**src/design/i2css_map.svh**
```systemverilog
// Register offsets, field positions, reset values and timing counts
`ifndef I2CSS_MAP_SVH
`define I2CSS_MAP_SVH
`define I2CSS_ADDR_CTRL1 3'h0
`define I2CSS_ADDR_CTRL2 3'h1
`define I2CSS_ADDR_STATUS 3'h2
`define I2CSS_ADDR_DATA 3'h3
`define I2CSS_ADDR_OWN 3'h4
`define I2CSS_ADDR_IRQ_STAT 3'h5
`define I2CSS_ADDR_IRQ_MASK 3'h6
`define I2CSS_CR2_MST 7
`define I2CSS_CR2_TRX 6
`define I2CSS_CR2_BB 5
`define I2CSS_CR2_PIN 4
`define I2CSS_SR_AL 3
`define I2CSS_SR_AAS 2
`define I2CSS_SR_AD0 1
`define I2CSS_SR_LRB 0
`define I2CSS_CR1_ACK 4
`define I2CSS_CR1_RESET 8'h00
`define I2CSS_OWN_RESET 7'h00
`define I2CSS_IRQ_EVENT 0
`define I2CSS_IRQ_STOP 1
`define I2CSS_HALF_NS 5000
`define I2CSS_CLK_NS 40
`define I2CSS_HALF_CYC ((`I2CSS_HALF_NS + `I2CSS_CLK_NS - 1) / `I2CSS_CLK_NS)
`endif

```
**src/design/i2css_pkg.sv**
```systemverilog
// Types of the two-wire slave, stop and restart block
package i2css_pkg;
  typedef enum logic [3:0] {
    ST_IDLE, ST_ADDR, ST_ACK_A, ST_WAIT, ST_DATA, ST_ACK_D, ST_STOP_A, ST_STOP_B, ST_STOP_C,
    ST_LOST
  } i2css_state_e;
  typedef struct packed {
    logic [2:0] addr;
    logic [7:0] wdata;
    logic wr;
    logic rd;
  } i2css_req_s;
  typedef struct packed {
    logic trx;
    logic al;
    logic aas;
    logic ad0;
    logic lrb;
  } i2css_flags_s;
endpackage : i2css_pkg

```
**src/design/i2css_top.sv**
```systemverilog
// Two-wire slave event, stop generation and restart logic
`timescale 1ns/100ps
`include "i2css_map.svh"
module i2css_top (
  input wire logic i_clk,
  input wire logic i_resetn,
  input wire logic [2:0] i_addr,
  input wire logic [7:0] i_wdata,
  input wire logic i_wr,
  input wire logic i_rd,
  output logic [7:0] o_rdata,
  input wire logic i_scl,
  input wire logic i_sda,
  output logic o_scl_out,
  output logic o_scl_oe,
  output logic o_sda_out,
  output logic o_sda_oe,
  output logic o_irq
);
  typedef struct packed {
    i2css_pkg::i2css_state_e st;
    logic [1:0] scl_s;
    logic [1:0] sda_s;
    logic scl_d;
    logic sda_d;
    logic [7:0] cr1;
    logic master_select;
    logic trx;
    logic bb;
    logic pin;
    i2css_pkg::i2css_flags_s fl;
    logic [6:0] own;
    logic [7:0] shreg;
    logic [7:0] dbuf;
    logic [3:0] bitn;
    logic [2:0] bc;
    logic rw;
    logic [7:0] tmr;
    logic [1:0] ist;
    logic [1:0] imask;
    logic [7:0] rdata;
    logic scl_oe;
    logic sda_oe;
    logic irq;
  } i2css_state_s;

  i2css_state_s r;
  i2css_state_s next_r;
  i2css_pkg::i2css_req_s req;
  logic scl_rise;
  logic scl_fall;
  logic start_c;
  logic stop_c;
  logic dbuf_acc;
  logic [7:0] sr_rd;

  assign req = '{addr: i_addr, wdata: i_wdata, wr: i_wr, rd: i_rd};

  function automatic logic [3:0] bits_of(input logic [2:0] bc);
    bits_of = (bc == 3'h0) ? 4'h8 : {1'b0, bc};
  endfunction : bits_of

  function automatic logic is_cr2_write(input i2css_pkg::i2css_req_s q);
    is_cr2_write = q.wr && (q.addr == `I2CSS_ADDR_CTRL2);
  endfunction : is_cr2_write

  assign scl_rise = r.scl_s[1] && !r.scl_d;
  assign scl_fall = !r.scl_s[1] && r.scl_d;
  assign start_c = r.scl_s[1] && r.scl_d && !r.sda_s[1] && r.sda_d;
  assign stop_c = r.scl_s[1] && r.scl_d && r.sda_s[1] && !r.sda_d;
  assign dbuf_acc = (req.wr || req.rd) && (req.addr == `I2CSS_ADDR_DATA);
  assign sr_rd = {r.master_select, r.trx, r.bb, r.pin, r.fl.al, r.fl.aas, r.fl.ad0, r.fl.lrb};

  always_comb begin
    next_r = r;
    next_r.scl_s = {r.scl_s[0], i_scl};
    next_r.sda_s = {r.sda_s[0], i_sda};
    next_r.scl_d = r.scl_s[1];
    next_r.sda_d = r.sda_s[1];
    next_r.rdata = 8'h00;
    if (req.rd) begin
      case (req.addr)
        `I2CSS_ADDR_CTRL1: next_r.rdata = r.cr1;
        `I2CSS_ADDR_CTRL2, `I2CSS_ADDR_STATUS: next_r.rdata = sr_rd;
        `I2CSS_ADDR_DATA: next_r.rdata = r.dbuf;
        `I2CSS_ADDR_OWN: next_r.rdata = {r.own, 1'b0};
        `I2CSS_ADDR_IRQ_STAT: next_r.rdata = {6'h00, r.ist};
        `I2CSS_ADDR_IRQ_MASK: next_r.rdata = {6'h00, r.imask};
        default: next_r.rdata = 8'h00;
      endcase
    end
    if (req.wr) begin
      case (req.addr)
        `I2CSS_ADDR_CTRL1: begin
          next_r.cr1 = req.wdata;
          next_r.bc = req.wdata[7:5];
        end
        `I2CSS_ADDR_DATA: next_r.dbuf = req.wdata;
        `I2CSS_ADDR_OWN: next_r.own = req.wdata[7:1];
        `I2CSS_ADDR_IRQ_STAT: next_r.ist = r.ist & ~req.wdata[1:0];
        `I2CSS_ADDR_IRQ_MASK: next_r.imask = req.wdata[1:0];
        default: next_r.ist = next_r.ist;
      endcase
    end
    // Buffer access releases the held clock line
    if (dbuf_acc && !r.pin) begin
      next_r.pin = 1'b1;
      next_r.scl_oe = 1'b0;
      next_r.shreg = req.wr ? req.wdata : r.dbuf;
      next_r.sda_oe = r.trx && !next_r.shreg[7];
      next_r.bitn = 4'h0;
      next_r.st = ((r.st == i2css_pkg::ST_WAIT) && r.trx) ? i2css_pkg::ST_DATA : r.st;
      if (r.st == i2css_pkg::ST_WAIT && !r.trx) begin
        next_r.st = i2css_pkg::ST_DATA;
      end
    end
    if (is_cr2_write(req)) begin
      if (req.wdata[`I2CSS_CR2_MST] && req.wdata[`I2CSS_CR2_TRX] &&
          req.wdata[`I2CSS_CR2_PIN] && !req.wdata[`I2CSS_CR2_BB] && r.bb) begin
        next_r.master_select = 1'b1;
        next_r.trx = 1'b1;
        next_r.pin = 1'b1;
        next_r.tmr = 8'h00;
        next_r.st = i2css_pkg::ST_STOP_A;
      end else if (!req.wdata[`I2CSS_CR2_MST] && !req.wdata[`I2CSS_CR2_TRX] &&
                   !req.wdata[`I2CSS_CR2_BB] && req.wdata[`I2CSS_CR2_PIN]) begin
        next_r.master_select = 1'b0;
        next_r.trx = 1'b0;
        next_r.pin = 1'b1;
        next_r.scl_oe = 1'b0;
        next_r.sda_oe = 1'b0;
        next_r.st = i2css_pkg::ST_IDLE;
      end else if (req.wdata[`I2CSS_CR2_PIN] && !r.pin) begin
        next_r.pin = 1'b1;
        next_r.scl_oe = 1'b0;
        if (r.st == i2css_pkg::ST_WAIT) begin
          next_r.st = i2css_pkg::ST_IDLE;
          next_r.trx = req.wdata[`I2CSS_CR2_TRX];
        end
      end
    end
    // Bus-busy follows start and stop seen on the line
    if (start_c) begin
      next_r.bb = 1'b1;
      next_r.st = i2css_pkg::ST_ADDR;
      next_r.bitn = 4'h0;
      next_r.shreg = 8'h00;
    end
    if (stop_c) begin
      next_r.bb = 1'b0;
      next_r.sda_oe = 1'b0;
      next_r.ist[`I2CSS_IRQ_STOP] = 1'b1;
      if (r.st != i2css_pkg::ST_STOP_C) begin
        next_r.st = i2css_pkg::ST_IDLE;
      end
    end
    case (r.st)
      i2css_pkg::ST_IDLE: next_r.tmr = 8'h00;
      i2css_pkg::ST_ADDR: begin
        if (scl_rise) begin
          next_r.shreg = {r.shreg[6:0], r.sda_s[1]};
          next_r.bitn = r.bitn + 4'h1;
        end
        if (scl_fall && r.bitn == 4'h8) begin
          if (r.shreg[7:1] == r.own || r.shreg[7:1] == 7'h00) begin
            next_r.sda_oe = 1'b1;
            next_r.rw = r.shreg[0];
            next_r.fl.ad0 = (r.shreg[7:1] == 7'h00);
            next_r.st = i2css_pkg::ST_ACK_A;
          end else begin
            next_r.st = i2css_pkg::ST_IDLE;
          end
        end
      end
      i2css_pkg::ST_ACK_A: if (scl_fall) begin
        next_r.sda_oe = 1'b0;
        next_r.trx = r.rw && !r.fl.ad0;
        next_r.fl.aas = 1'b1;
        next_r.fl.al = r.master_select;
        next_r.master_select = 1'b0;
        next_r.fl.ad0 = r.rw ? 1'b0 : r.fl.ad0;
        next_r.pin = 1'b0;
        next_r.scl_oe = 1'b1;
        next_r.ist[`I2CSS_IRQ_EVENT] = 1'b1;
        next_r.st = i2css_pkg::ST_WAIT;
      end
      i2css_pkg::ST_WAIT: next_r.bitn = 4'h0;
      i2css_pkg::ST_DATA: begin
        // Next bit goes out only after the clock line has fallen
        if (scl_fall && r.bitn < bits_of(r.bc)) begin
          next_r.sda_oe = r.trx && !r.shreg[7];
        end
        if (scl_rise) begin
          next_r.shreg = {r.shreg[6:0], r.sda_s[1]};
          next_r.bitn = r.bitn + 4'h1;
          if (r.trx && r.shreg[7] && !r.sda_s[1]) begin
            next_r.fl.al = 1'b1;
            next_r.trx = 1'b0;
            next_r.st = i2css_pkg::ST_LOST;
          end
        end
        if (scl_fall && r.bitn == bits_of(r.bc)) begin
          next_r.sda_oe = !r.trx && r.cr1[`I2CSS_CR1_ACK];
          next_r.st = i2css_pkg::ST_ACK_D;
          if (!r.trx) begin
            next_r.dbuf = r.shreg;
          end
        end
      end
      i2css_pkg::ST_ACK_D: begin
        if (scl_rise) begin
          next_r.fl.lrb = r.sda_s[1];
        end
        if (scl_fall) begin
          next_r.sda_oe = 1'b0;
          next_r.fl.aas = 1'b0;
          next_r.fl.al = 1'b0;
          next_r.fl.ad0 = 1'b0;
          next_r.pin = 1'b0;
          next_r.scl_oe = 1'b1;
          next_r.ist[`I2CSS_IRQ_EVENT] = 1'b1;
          next_r.st = i2css_pkg::ST_WAIT;
        end
      end
      i2css_pkg::ST_LOST: if (scl_fall && r.bitn == bits_of(r.bc)) begin
        next_r.fl.aas = 1'b0;
        next_r.fl.ad0 = 1'b0;
        next_r.pin = 1'b0;
        next_r.scl_oe = 1'b1;
        next_r.ist[`I2CSS_IRQ_EVENT] = 1'b1;
        next_r.st = i2css_pkg::ST_WAIT;
      end else if (scl_rise) begin
        next_r.bitn = r.bitn + 4'h1;
      end
      i2css_pkg::ST_STOP_A: begin
        next_r.sda_oe = 1'b1;
        next_r.scl_oe = 1'b0;
        if (r.scl_s[1]) begin
          next_r.tmr = r.tmr + 8'h01;
        end else begin
          next_r.tmr = 8'h00;
        end
        if (r.scl_s[1] && r.tmr == 8'(`I2CSS_HALF_CYC)) begin
          next_r.tmr = 8'h00;
          next_r.st = i2css_pkg::ST_STOP_B;
        end
      end
      i2css_pkg::ST_STOP_B: begin
        next_r.sda_oe = 1'b0;
        next_r.st = i2css_pkg::ST_STOP_C;
      end
      i2css_pkg::ST_STOP_C: if (stop_c || r.sda_s[1]) begin
        next_r.master_select = 1'b0;
        next_r.trx = 1'b0;
        next_r.st = i2css_pkg::ST_IDLE;
      end
      default: next_r.st = i2css_pkg::ST_IDLE;
    endcase
    next_r.irq = |(next_r.ist & r.imask);
  end

  always_ff @(posedge i_clk or negedge i_resetn) begin
    if (!i_resetn) begin
      r <= '0;
      r.scl_s <= 2'h3;
      r.sda_s <= 2'h3;
      r.scl_d <= 1'b1;
      r.sda_d <= 1'b1;
      r.pin <= 1'b1;
      r.cr1 <= `I2CSS_CR1_RESET;
      r.own <= `I2CSS_OWN_RESET;
      r.st <= i2css_pkg::ST_IDLE;
    end else begin
      r <= next_r;
    end
  end

  assign o_rdata = r.rdata;
  assign o_scl_out = 1'b0;
  assign o_scl_oe = r.scl_oe;
  assign o_sda_out = 1'b0;
  assign o_sda_oe = r.sda_oe;
  assign o_irq = r.irq;

  property p_hold_scl;
    @(posedge i_clk) disable iff (!i_resetn) $fell(r.pin) |-> r.scl_oe;
  endproperty
  a_hold_scl: assert property (p_hold_scl) else $error("clock not held on event");

  property p_stop_wait;
    @(posedge i_clk) disable iff (!i_resetn)
      (r.st == i2css_pkg::ST_STOP_A && !r.scl_s[1]) |=> r.st != i2css_pkg::ST_STOP_B;
  endproperty
  a_stop_wait: assert property (p_stop_wait) else $error("stop while clock held");

  property p_stop_start;
    @(posedge i_clk) disable iff (!i_resetn)
      (is_cr2_write(req) && req.wdata[7:4] == 4'hd && r.bb && r.st != i2css_pkg::ST_ADDR
       && !start_c && !stop_c) |=> r.st == i2css_pkg::ST_STOP_A;
  endproperty
  a_stop_start: assert property (p_stop_start) else $error("stop not started");

  property p_release;
    @(posedge i_clk) disable iff (!i_resetn)
      (is_cr2_write(req) && req.wdata[7:4] == 4'h1 && !start_c) |=> !r.scl_oe && !r.sda_oe;
  endproperty
  a_release: assert property (p_release) else $error("release left a line low");

  property p_rd_addr;
    @(posedge i_clk) disable iff (!i_resetn)
      ($fell(r.pin) && r.fl.aas && r.rw) |-> r.trx && !r.fl.ad0;
  endproperty
  a_rd_addr: assert property (p_rd_addr) else $error("read address flags wrong");

  property p_wr_addr;
    @(posedge i_clk) disable iff (!i_resetn)
      ($fell(r.pin) && r.fl.aas && !r.rw) |-> !r.trx;
  endproperty
  a_wr_addr: assert property (p_wr_addr) else $error("write address flags wrong");

  property p_word_done;
    @(posedge i_clk) disable iff (!i_resetn)
      ($fell(r.pin) && !r.fl.aas) |-> !r.fl.ad0;
  endproperty
  a_word_done: assert property (p_word_done) else $error("word flags wrong");

  property p_stable;
    @(posedge i_clk) disable iff (!i_resetn)
      (r.st == i2css_pkg::ST_WAIT && !req.wr && !req.rd && !start_c && !stop_c)
      |=> $stable(r.fl);
  endproperty
  a_stable: assert property (p_stable) else $error("flags moved while waiting");

  property p_irq;
    @(posedge i_clk) disable iff (!i_resetn) o_irq == |(r.ist & $past(r.imask));
  endproperty
  a_irq: assert property (p_irq) else $error("irq mismatch");

  property p_buf_release;
    @(posedge i_clk) disable iff (!i_resetn)
      (dbuf_acc && !r.pin) |=> r.pin && !r.scl_oe;
  endproperty
  a_buf_release: assert property (p_buf_release) else $error("buffer access kept clock held");

  property p_tx_steady;
    @(posedge i_clk) disable iff (!i_resetn)
      (r.st == i2css_pkg::ST_DATA && r.scl_s[1] && r.scl_d && !req.wr && !req.rd && !stop_c)
      |=> $stable(r.sda_oe);
  endproperty
  a_tx_steady: assert property (p_tx_steady) else $error("data moved while clock high");
endmodule : i2css_top

```
**config.mk**
```make
export PLATFORM = sky130hd
export DESIGN_NAME = i2css_top
export DESIGN_NICKNAME = d
export VERILOG_FILES = /design/src/design/i2css_pkg.sv /design/src/design/i2css_top.sv
export VERILOG_INCLUDE_DIRS = /design/src /design/src/design
export SDC_FILE = /design/constraint.sdc
export NUM_CORES = 1
export LEC_CHECK = 0
export ABC_CLOCK_PERIOD_IN_PS = 2250
export BUFFER_PORTS_ARGS = -buffer_cell sky130_fd_sc_hd__buf_2
export CAP_MARGIN = 10
export CORE_MARGIN = 8
export CORE_UTILIZATION = 50
export CTS_CLUSTER_SIZE = 25
export DETAILED_ROUTE_END_ITERATION = 10
export GPL_TIMING_DRIVEN = 0
export PLACE_DENSITY_LB_ADDON = 0.05
export REMOVE_ABC_BUFFERS = 1
export SLEW_MARGIN = 10
export SYNTH_ARGS = -nofsm -noshare
export SYNTH_HDL_FRONTEND = slang
export SYNTH_SLANG_ARGS = --single-unit
export TNS_END_PERCENT = 20
```
**constraint.sdc**
```tcl
create_clock -name i_clk -period 2.25 [get_ports i_clk]
set_input_delay 0.1125 -clock i_clk [delete_from_list [all_inputs] [get_ports i_clk]]
set_output_delay 0.1125 -clock i_clk [all_outputs]
set_load 0.01 [all_outputs]
```
==> results.yml, run 1 <==
placement:
  routabilityCongestion: 0.924
  placed_area_mm2: 0.00474
  io_buffers: 27
  place_hpwl_mm: 8.72
  pre_cts_slack_ns: -0.477
status:
  status: "finished, violations left"
  violations: "setup timing"
worst_setup_path:
  startpoint_type: "flip-flop"
  worstSetupEndpointType: "flip-flop"
  cp_num_buf_inv: 1
  r2r_setup_slack_ns: -0.16
  r2r-start: "r[68]$_DFFE_PN0P_"
  arrival_ns: 2.64
  worstRegToRegCells: 9
  crit_path_max_fanout: 6
  crit_family: "simple AND/OR/NAND/NOR gates"
  slowest_stage: "dfrtp_1"
  path_class: "flip-flop to flip-flop"
  required_ns: 2.48
  path_cells: "or3_4 -> ha_4 -> nand4_1 -> buf_6 -> or3_4 -> a31oi_1 -> or3_4 -> nor3_2 -> a211o_1"
  crit_top_cell: "or3_4"
  regToRegEndpoint: "r[30]$_DFF_PN0_"
  slowest_delay_ns: 0.40
die:
  die-area_mm2: 0.0127
  io_pins: 30
  start_util_pct: 51.0
  die_y_um: 113
  row_count: 35
  core_area_mm2: 0.00915
  dieWidth_um: 113
timing:
  skew_ns: 0.0107
  layout_min_cycle_time_ns: 2.41
  fin_crit_sh_pct: 107
  max_slew_margin_pct: 55.3
  worst_hold_slack_ns: 0.0488
  rsz0062_at_grt: "yes"
  worstMarginPinSlew_ns: 0.668
  setup_viol: 9
  hold_viol_final: 0
  fin_ws_ns: -0.159
  slew_viol_final: 0
  fin_tns_setup_ns: -0.572
  fmax_mhz: 415
global_routing:
  grt_pass1_wl_mm: 20.4
  gr-total-overflow: 0
  grt_max_degree: 63
  grt.total_usage_pct: 20.4
  grt_pass1_vias: 3825
  antenna_found_initial: 0
synth:
  synth_seq_cells: 77
  synth_seq_area_share_pct: 41.5
  synth-edff-count: 0
  syn-mean-instance-area_um2: 9.00
  synth.area.top_cells: "dfrtp_1 38%, o21ai_0 4.9%, mux2i_1 4.7%"
  yosys-top-cells-count: "70 x dfrtp_1, 56 x nand2_1, 46 x o21ai_0, 40 x nor2_1, 24 x a21oi_1"
  syn_inst: 518
  synth.distinct_cells: 62
  ys_warn_count: 0
  async_reset_ff_share_pct: 100
  synth.top_cell.area_share_pct: 37.6
  ys.flop_type: "dfrtp_1"
  synth_area_leader_cell: "dfrtp_1"
  syn_area_mm2: 0.00466
  synth.most_common_cell: "dfrtp_1"
layout:
  final_layout_size_suffix_gt1_share_pct: 19.9
  diodes: 0
  post-route-cell-area_mm2: 0.00518
  final_nets: 558
  area_growth_pct: 11.2
worst_hold_path:
  holdCritStartpoint: "i_wdata[2]"
  min_to: "r[48]$_DFFE_PN0P_"
  hp-class: "input port to flip-flop"
  worstHoldPathCells: 2
power:
  power_leakage_nw: 2.24
  max-vdd-ir-drop_uv: 359
  powerDensity_mw_per_mm2: 887
  power.total_mw: 4.60
routing:
  drc: 0
  postRouteAntennaNets: 0
  dr.pass1.iters: 5
  vias_per_cell: 6.13
  drtIter0Drc: 221
  wl_per_cell_um: 19.5
  wl_mm: 12.6
  via_count: 3977
clock_network:
  clk_pin_slew_ns: 0.08
  cts_inserted_buffers: 9
  clk_latency_ns: 0.35
  cts_root_buffer: "clkbuf_8"
  cts.sinks: 77
  clock_path_buffers: 2
  htree_levels: 3
  cts_tree: "built"
run:
  maxCapViolCount: 0
-- cells by family (layout without fill, tap and decap cells) --
logic type	after synthesis	in the layout	synth area share, %
AO/OA/AOI/OAI	134	134	18.0
other	1	2	0.0804
XOR/XNOR	7	7	1.31
flip-flops	77	77	41.5
adder cells (fa/ha/maj)	8	8	2.15
AND/OR/NAND/NOR	197	197	21.8
multiplexers	41	41	9.31
buffers and inverters	53	72	5.93
-- per-stage QoR --
step                util [%]  std cells
floorplan                  -        479
global placement        51.5        617
detailed placement      51.8        618
CTS                     56.0        645
global route            56.7        649
finish                  56.7        649
-- worst max path at each step --
stage | from | endpoint | slack (ns) | depth (start not counted)
final | r[68]$_DFFE_PN0P_ | r[30]$_DFF_PN0_ | -0.16 | 9
after floorplan | r[69]$_DFFE_PN0P_ | r[30]$_DFF_PN0_ | -0.09 | 8
after CTS | r[68]$_DFFE_PN0P_ | r[30]$_DFF_PN0_ | -0.16 | 9
after detailed placement | r[69]$_DFFE_PN0P_ | r[79]$_DFF_PN0_ | -0.48 | 8
after global routing | r[68]$_DFFE_PN0P_ | r[30]$_DFF_PN0_ | -0.23 | 9
after global placement | r[69]$_DFFE_PN0P_ | r[79]$_DFF_PN0_ | -0.48 | 8
-- routing by layer --
layer / share of wire, % / up-vias / GRT usage [%]
met3: 5.6 / 20 / 4.24
li1: - / 1904 / -
met5: 0 / - / 0
met1: 46 / 1943 / 27.0
met2: 46 / 110 / 32.1
met4: 2.3 / 0 / 7.73
-- flip-flops by register name, summed over array words and instances (netlist names) --
| name | count |
|---|---|
| next_r | 4 |
| o_irq | 1 |
| o_rdata | 8 |
| o_scl_oe | 1 |
| o_sda_oe | 1 |
| r | 62 |
-- report_power, final --
group          leakage (nW)  internal [mW]  switching, mW
combinational          1.17          0.606          0.732
clock                 0.111          0.657          0.516
sequential            0.956           1.69          0.402
-- placed cells by master (no fill, tap or decap), types with 4 or more instances in the layout --
master / n
dfrtp_1: 66
nand2_1: 56
o21ai_0: 44
nor2_1: 39
buf_2: 26
a21oi_1: 24
nor2b_1: 23
mux2i_1: 22
mux2_2: 18
nor3_1: 16
inv_1: 13
nand3_1: 13
a211oi_1: 13
a31oi_1: 11
buf_4: 11
clkbuf_8: 10
nand4_1: 9
o31ai_1: 7
ha_1: 7
dfstp_2: 7
and3_1: 6
o22ai_1: 6
nand2b_1: 4
nor3b_1: 4
xor2_1: 4
dfrtp_2: 4
-- area by class of cell --
class,count,area (µm²)
Clock buffer,12,145
Clock inverter,4,73.8
Fill cell,832,3970
Inverter,13,48.8
Multi-Input combinational cell,389,2540
Sequential cell,77,1940
Tap cell,111,139
Timing Repair Buffer,43,293
-- worst register-to-register path, delay by kind of cell (launching register included) --
family                   cells  cell delay, ns
buffers and inverters        1            0.15
AND/OR/NAND/NOR              5            1.04
AO/OA/AOI/OAI                2            0.44
adder cells (fa/ha/maj)      1            0.27
flip-flops                   1            0.40
-- what timing repair did --
action / CTS / global route
pin swaps: 8 / 9
hold buffers: 3 / 0
endpoints found under the setup margin: 38 / 37
endpoints found under the hold margin: 72 / 0
buffers inserted: 8 / 4
resized for setup: 14 / 9
Power figures use the tool's default switching activity.
==> inputs of run 2 (changes only) <==
- GPL_ROUTABILITY_DRIVEN: not set -> 0
- PLACE_DENSITY: not set -> 0.69
- PLACE_DENSITY_LB_ADDON: 0.05 -> not set
==> run 2 against run 1 <==
The flow still finishes with violations (setup timing); largest cell class unchanged; wire length fell by 1.4%; sequential share of layout area barely moved; register-to-register slack got worse by 0.03 ns; highest routed layer unchanged; sequential cell count did not move; largest power group unchanged; critical endpoint unchanged; count of clock-buffer cells in the layout fell by 2.
==> results.yml, run 2 (synthesis results as in run 1) <==
clock_network:
  clock_path_buffers: 2
  cts_inserted_buffers: 9
  cts.sinks: 77
  htree_levels: 3
  clk_latency_ns: 0.36
  clk_pin_slew_ns: 0.09
  cts_tree: "built"
  cts_root_buffer: "clkbuf_8"
layout:
  final-seq-area_mm2: 0.00194
  finalCoreUtilization_pct: 56.6
  area_growth_pct: 11.1
  final_layout_size_suffix_gt1_share_pct: 20.7
  mostFrequentLayoutCells: "66 x dfrtp_1, 54 x nand2_1, 39 x nor2_1"
  num-fill-cells: 813
  largest_register_ffs: 62
  post-route-cell-area_mm2: 0.00518
  diodes: 0
  final_common_cell: "dfrtp_1"
  regMostFlops: "r"
  final_nets: 555
  multi_input_area_mm2: 0.00258
status:
  violations: "setup timing"
  status: "finished, violations left"
run:
  maxCapViolCount: 0
routing:
  wl_mm: 12.5
  postRouteAntennaNets: 0
  wl_per_cell_um: 19.3
  via_count: 4123
  drtIter0Drc: 391
  vias_per_cell: 6.38
  dr.pass1.iters: 5
  drc: 0
die:
  die-area_mm2: 0.0127
  dieWidth_um: 113
  core_area_mm2: 0.00915
  io_pins: 30
  row_count: 35
  die_y_um: 113
  start_util_pct: 51.0
timing:
  setup_viol: 8
  hold_viol_final: 0
  layout_min_cycle_time_ns: 2.44
  rsz0062_at_grt: "yes"
  fin_ws_ns: -0.186
  slew_viol_final: 0
  worstMarginPinSlew_ns: 0.707
  fmax_mhz: 411
  fin_crit_sh_pct: 108
  max_slew_margin_pct: 52.7
  skew_ns: 0.00948
worst_setup_path:
  required_ns: 2.50
  path_class: "flip-flop to flip-flop"
  startpoint_type: "flip-flop"
  worstSetupEndpointType: "flip-flop"
  arrival_ns: 2.69
  crit_path_max_fanout: 6
power:
  combPwrFrac_pct: 30.8
  switching_share_pct: 37.7
  p_sw_mw: 1.72
  max-vdd-ir-drop_uv: 292
  power_leakage_nw: 2.23
  pwr-share-seq_pct: 46.0
  clkPwrFrac_pct: 23.2
  p_int_mw: 2.85
  powerDensity_mw_per_mm2: 881
placement:
  io_buffers: 27
  placed_area_mm2: 0.00474
  place_hpwl_mm: 8.28
global_routing:
  grt_pass1_vias: 4122
  grt_max_degree: 42
  grt_pass1_wl_mm: 20.7
  gr-total-overflow: 0
  antenna_found_initial: 0
  grt.total_usage_pct: 20.2
worst_hold_path:
  hp-class: "input port to flip-flop"
-- run 2: cell types whose count changed in the layout (fill, tap and decap cells not counted), sizes merged --
| cell | delta |
|---|---|
| clkinvlp | +1 |
| inv | +1 |
| clkbuf | -2 |
| clkinv | +1 |
| bufinv | -1 |
| buf | -3 |
-- run 2: path summary, 6_finish.rpt --
kind / end / startpoint / slack (ns) / cells past startpoint
max reg2reg: r[30]$_DFF_PN0_ / r[68]$_DFFE_PN0P_ / -0.19 / 9
min: r[66]$_DFFE_PN0P_ / i_wdata[3] / 0.02 / 2
max: r[30]$_DFF_PN0_ / r[68]$_DFFE_PN0P_ / -0.19 / 9
max in group asynchronous: next_r[74]$_DFF_PN1_ / i_resetn / 1.35 / 3
min reg2reg: next_r[71]$_DFF_PN1_ / next_r[74]$_DFF_PN1_ / 0.36 / 0
min in group asynchronous: o_rdata[3]$_DFF_PN0_ / i_resetn / 0.25 / 2
-- run 2: power groups by stage --
stage | logic, mW | clock network, mW | registers [mW]
after floorplan | 0.840 | 0 | 1.99
after global placement | 1.15 | 0 | 2.09
after detailed placement | 1.19 | 0 | 2.10
after CTS | 1.31 | 1.07 | 2.07
after global routing | 1.56 | 1.14 | 2.14
final | 1.41 | 1.06 | 2.10
-- run 2: cell type report --
type                    count  share of cell area, %
clock buffers              10                   2.46
clock inverters             6                   1.18
inverters                  13                  0.941
multi-input cells         389                   49.8
flip-flops and latches     77                   37.4
well taps                 111                   2.68
repair buffers             40                   5.45
-- run 2: metal layers --
metal | vias up | wire length [µm] | track usage [%]
li1 | 1881 | - | -
met1 | 2001 | 5390 | 25.0
met2 | 193 | 5830 | 33.4
met3 | 48 | 842 | 4.62
met4 | 0 | 392 | 8.36
met5 | - | 0 | 0
-- run 2: timing repair --
item | in CTS | in global routing
hold buffers | 3 | 0
buffers inserted | 8 | 1
pin swaps | 8 | 8
gates cloned | 0 | 0
resized for setup | 16 | 24
endpoints found under the hold margin | 33 | 0
setup endpoints to repair | 39 | 33
-- run 2: worst max-delay path, stage by stage, from the launching register on --
cell and delay [ns]:
dfrtp_1 0.40, or3_4 0.39, ha_4 0.28, nand4_1 0.08, buf_6 0.14, or3_4 0.36, a31oi_4 0.16, or3_4 0.17
nor3_2 0.05, a211o_1 0.27
-- run 2: per-stage QoR --
| stage | TNS, ns | power, mW | setup WS (ns) | cells | hold slack (ns) |
|---|---|---|---|---|---|
| global route | -1.68 | 4.84 | -0.229 | 646 | 0.0259 |
| CTS | -0.333 | 4.46 | -0.160 | 645 | 0.0170 |
| finish | -0.733 | 4.57 | -0.186 | 646 | 0.0215 |
| floorplan | -0.241 | 2.83 | -0.0927 | 479 | -0.183 |
| detailed placement | -6.69 | 3.29 | -0.403 | 618 | 0.112 |
| global placement | -4.55 | 3.23 | -0.402 | 617 | 0.218 |
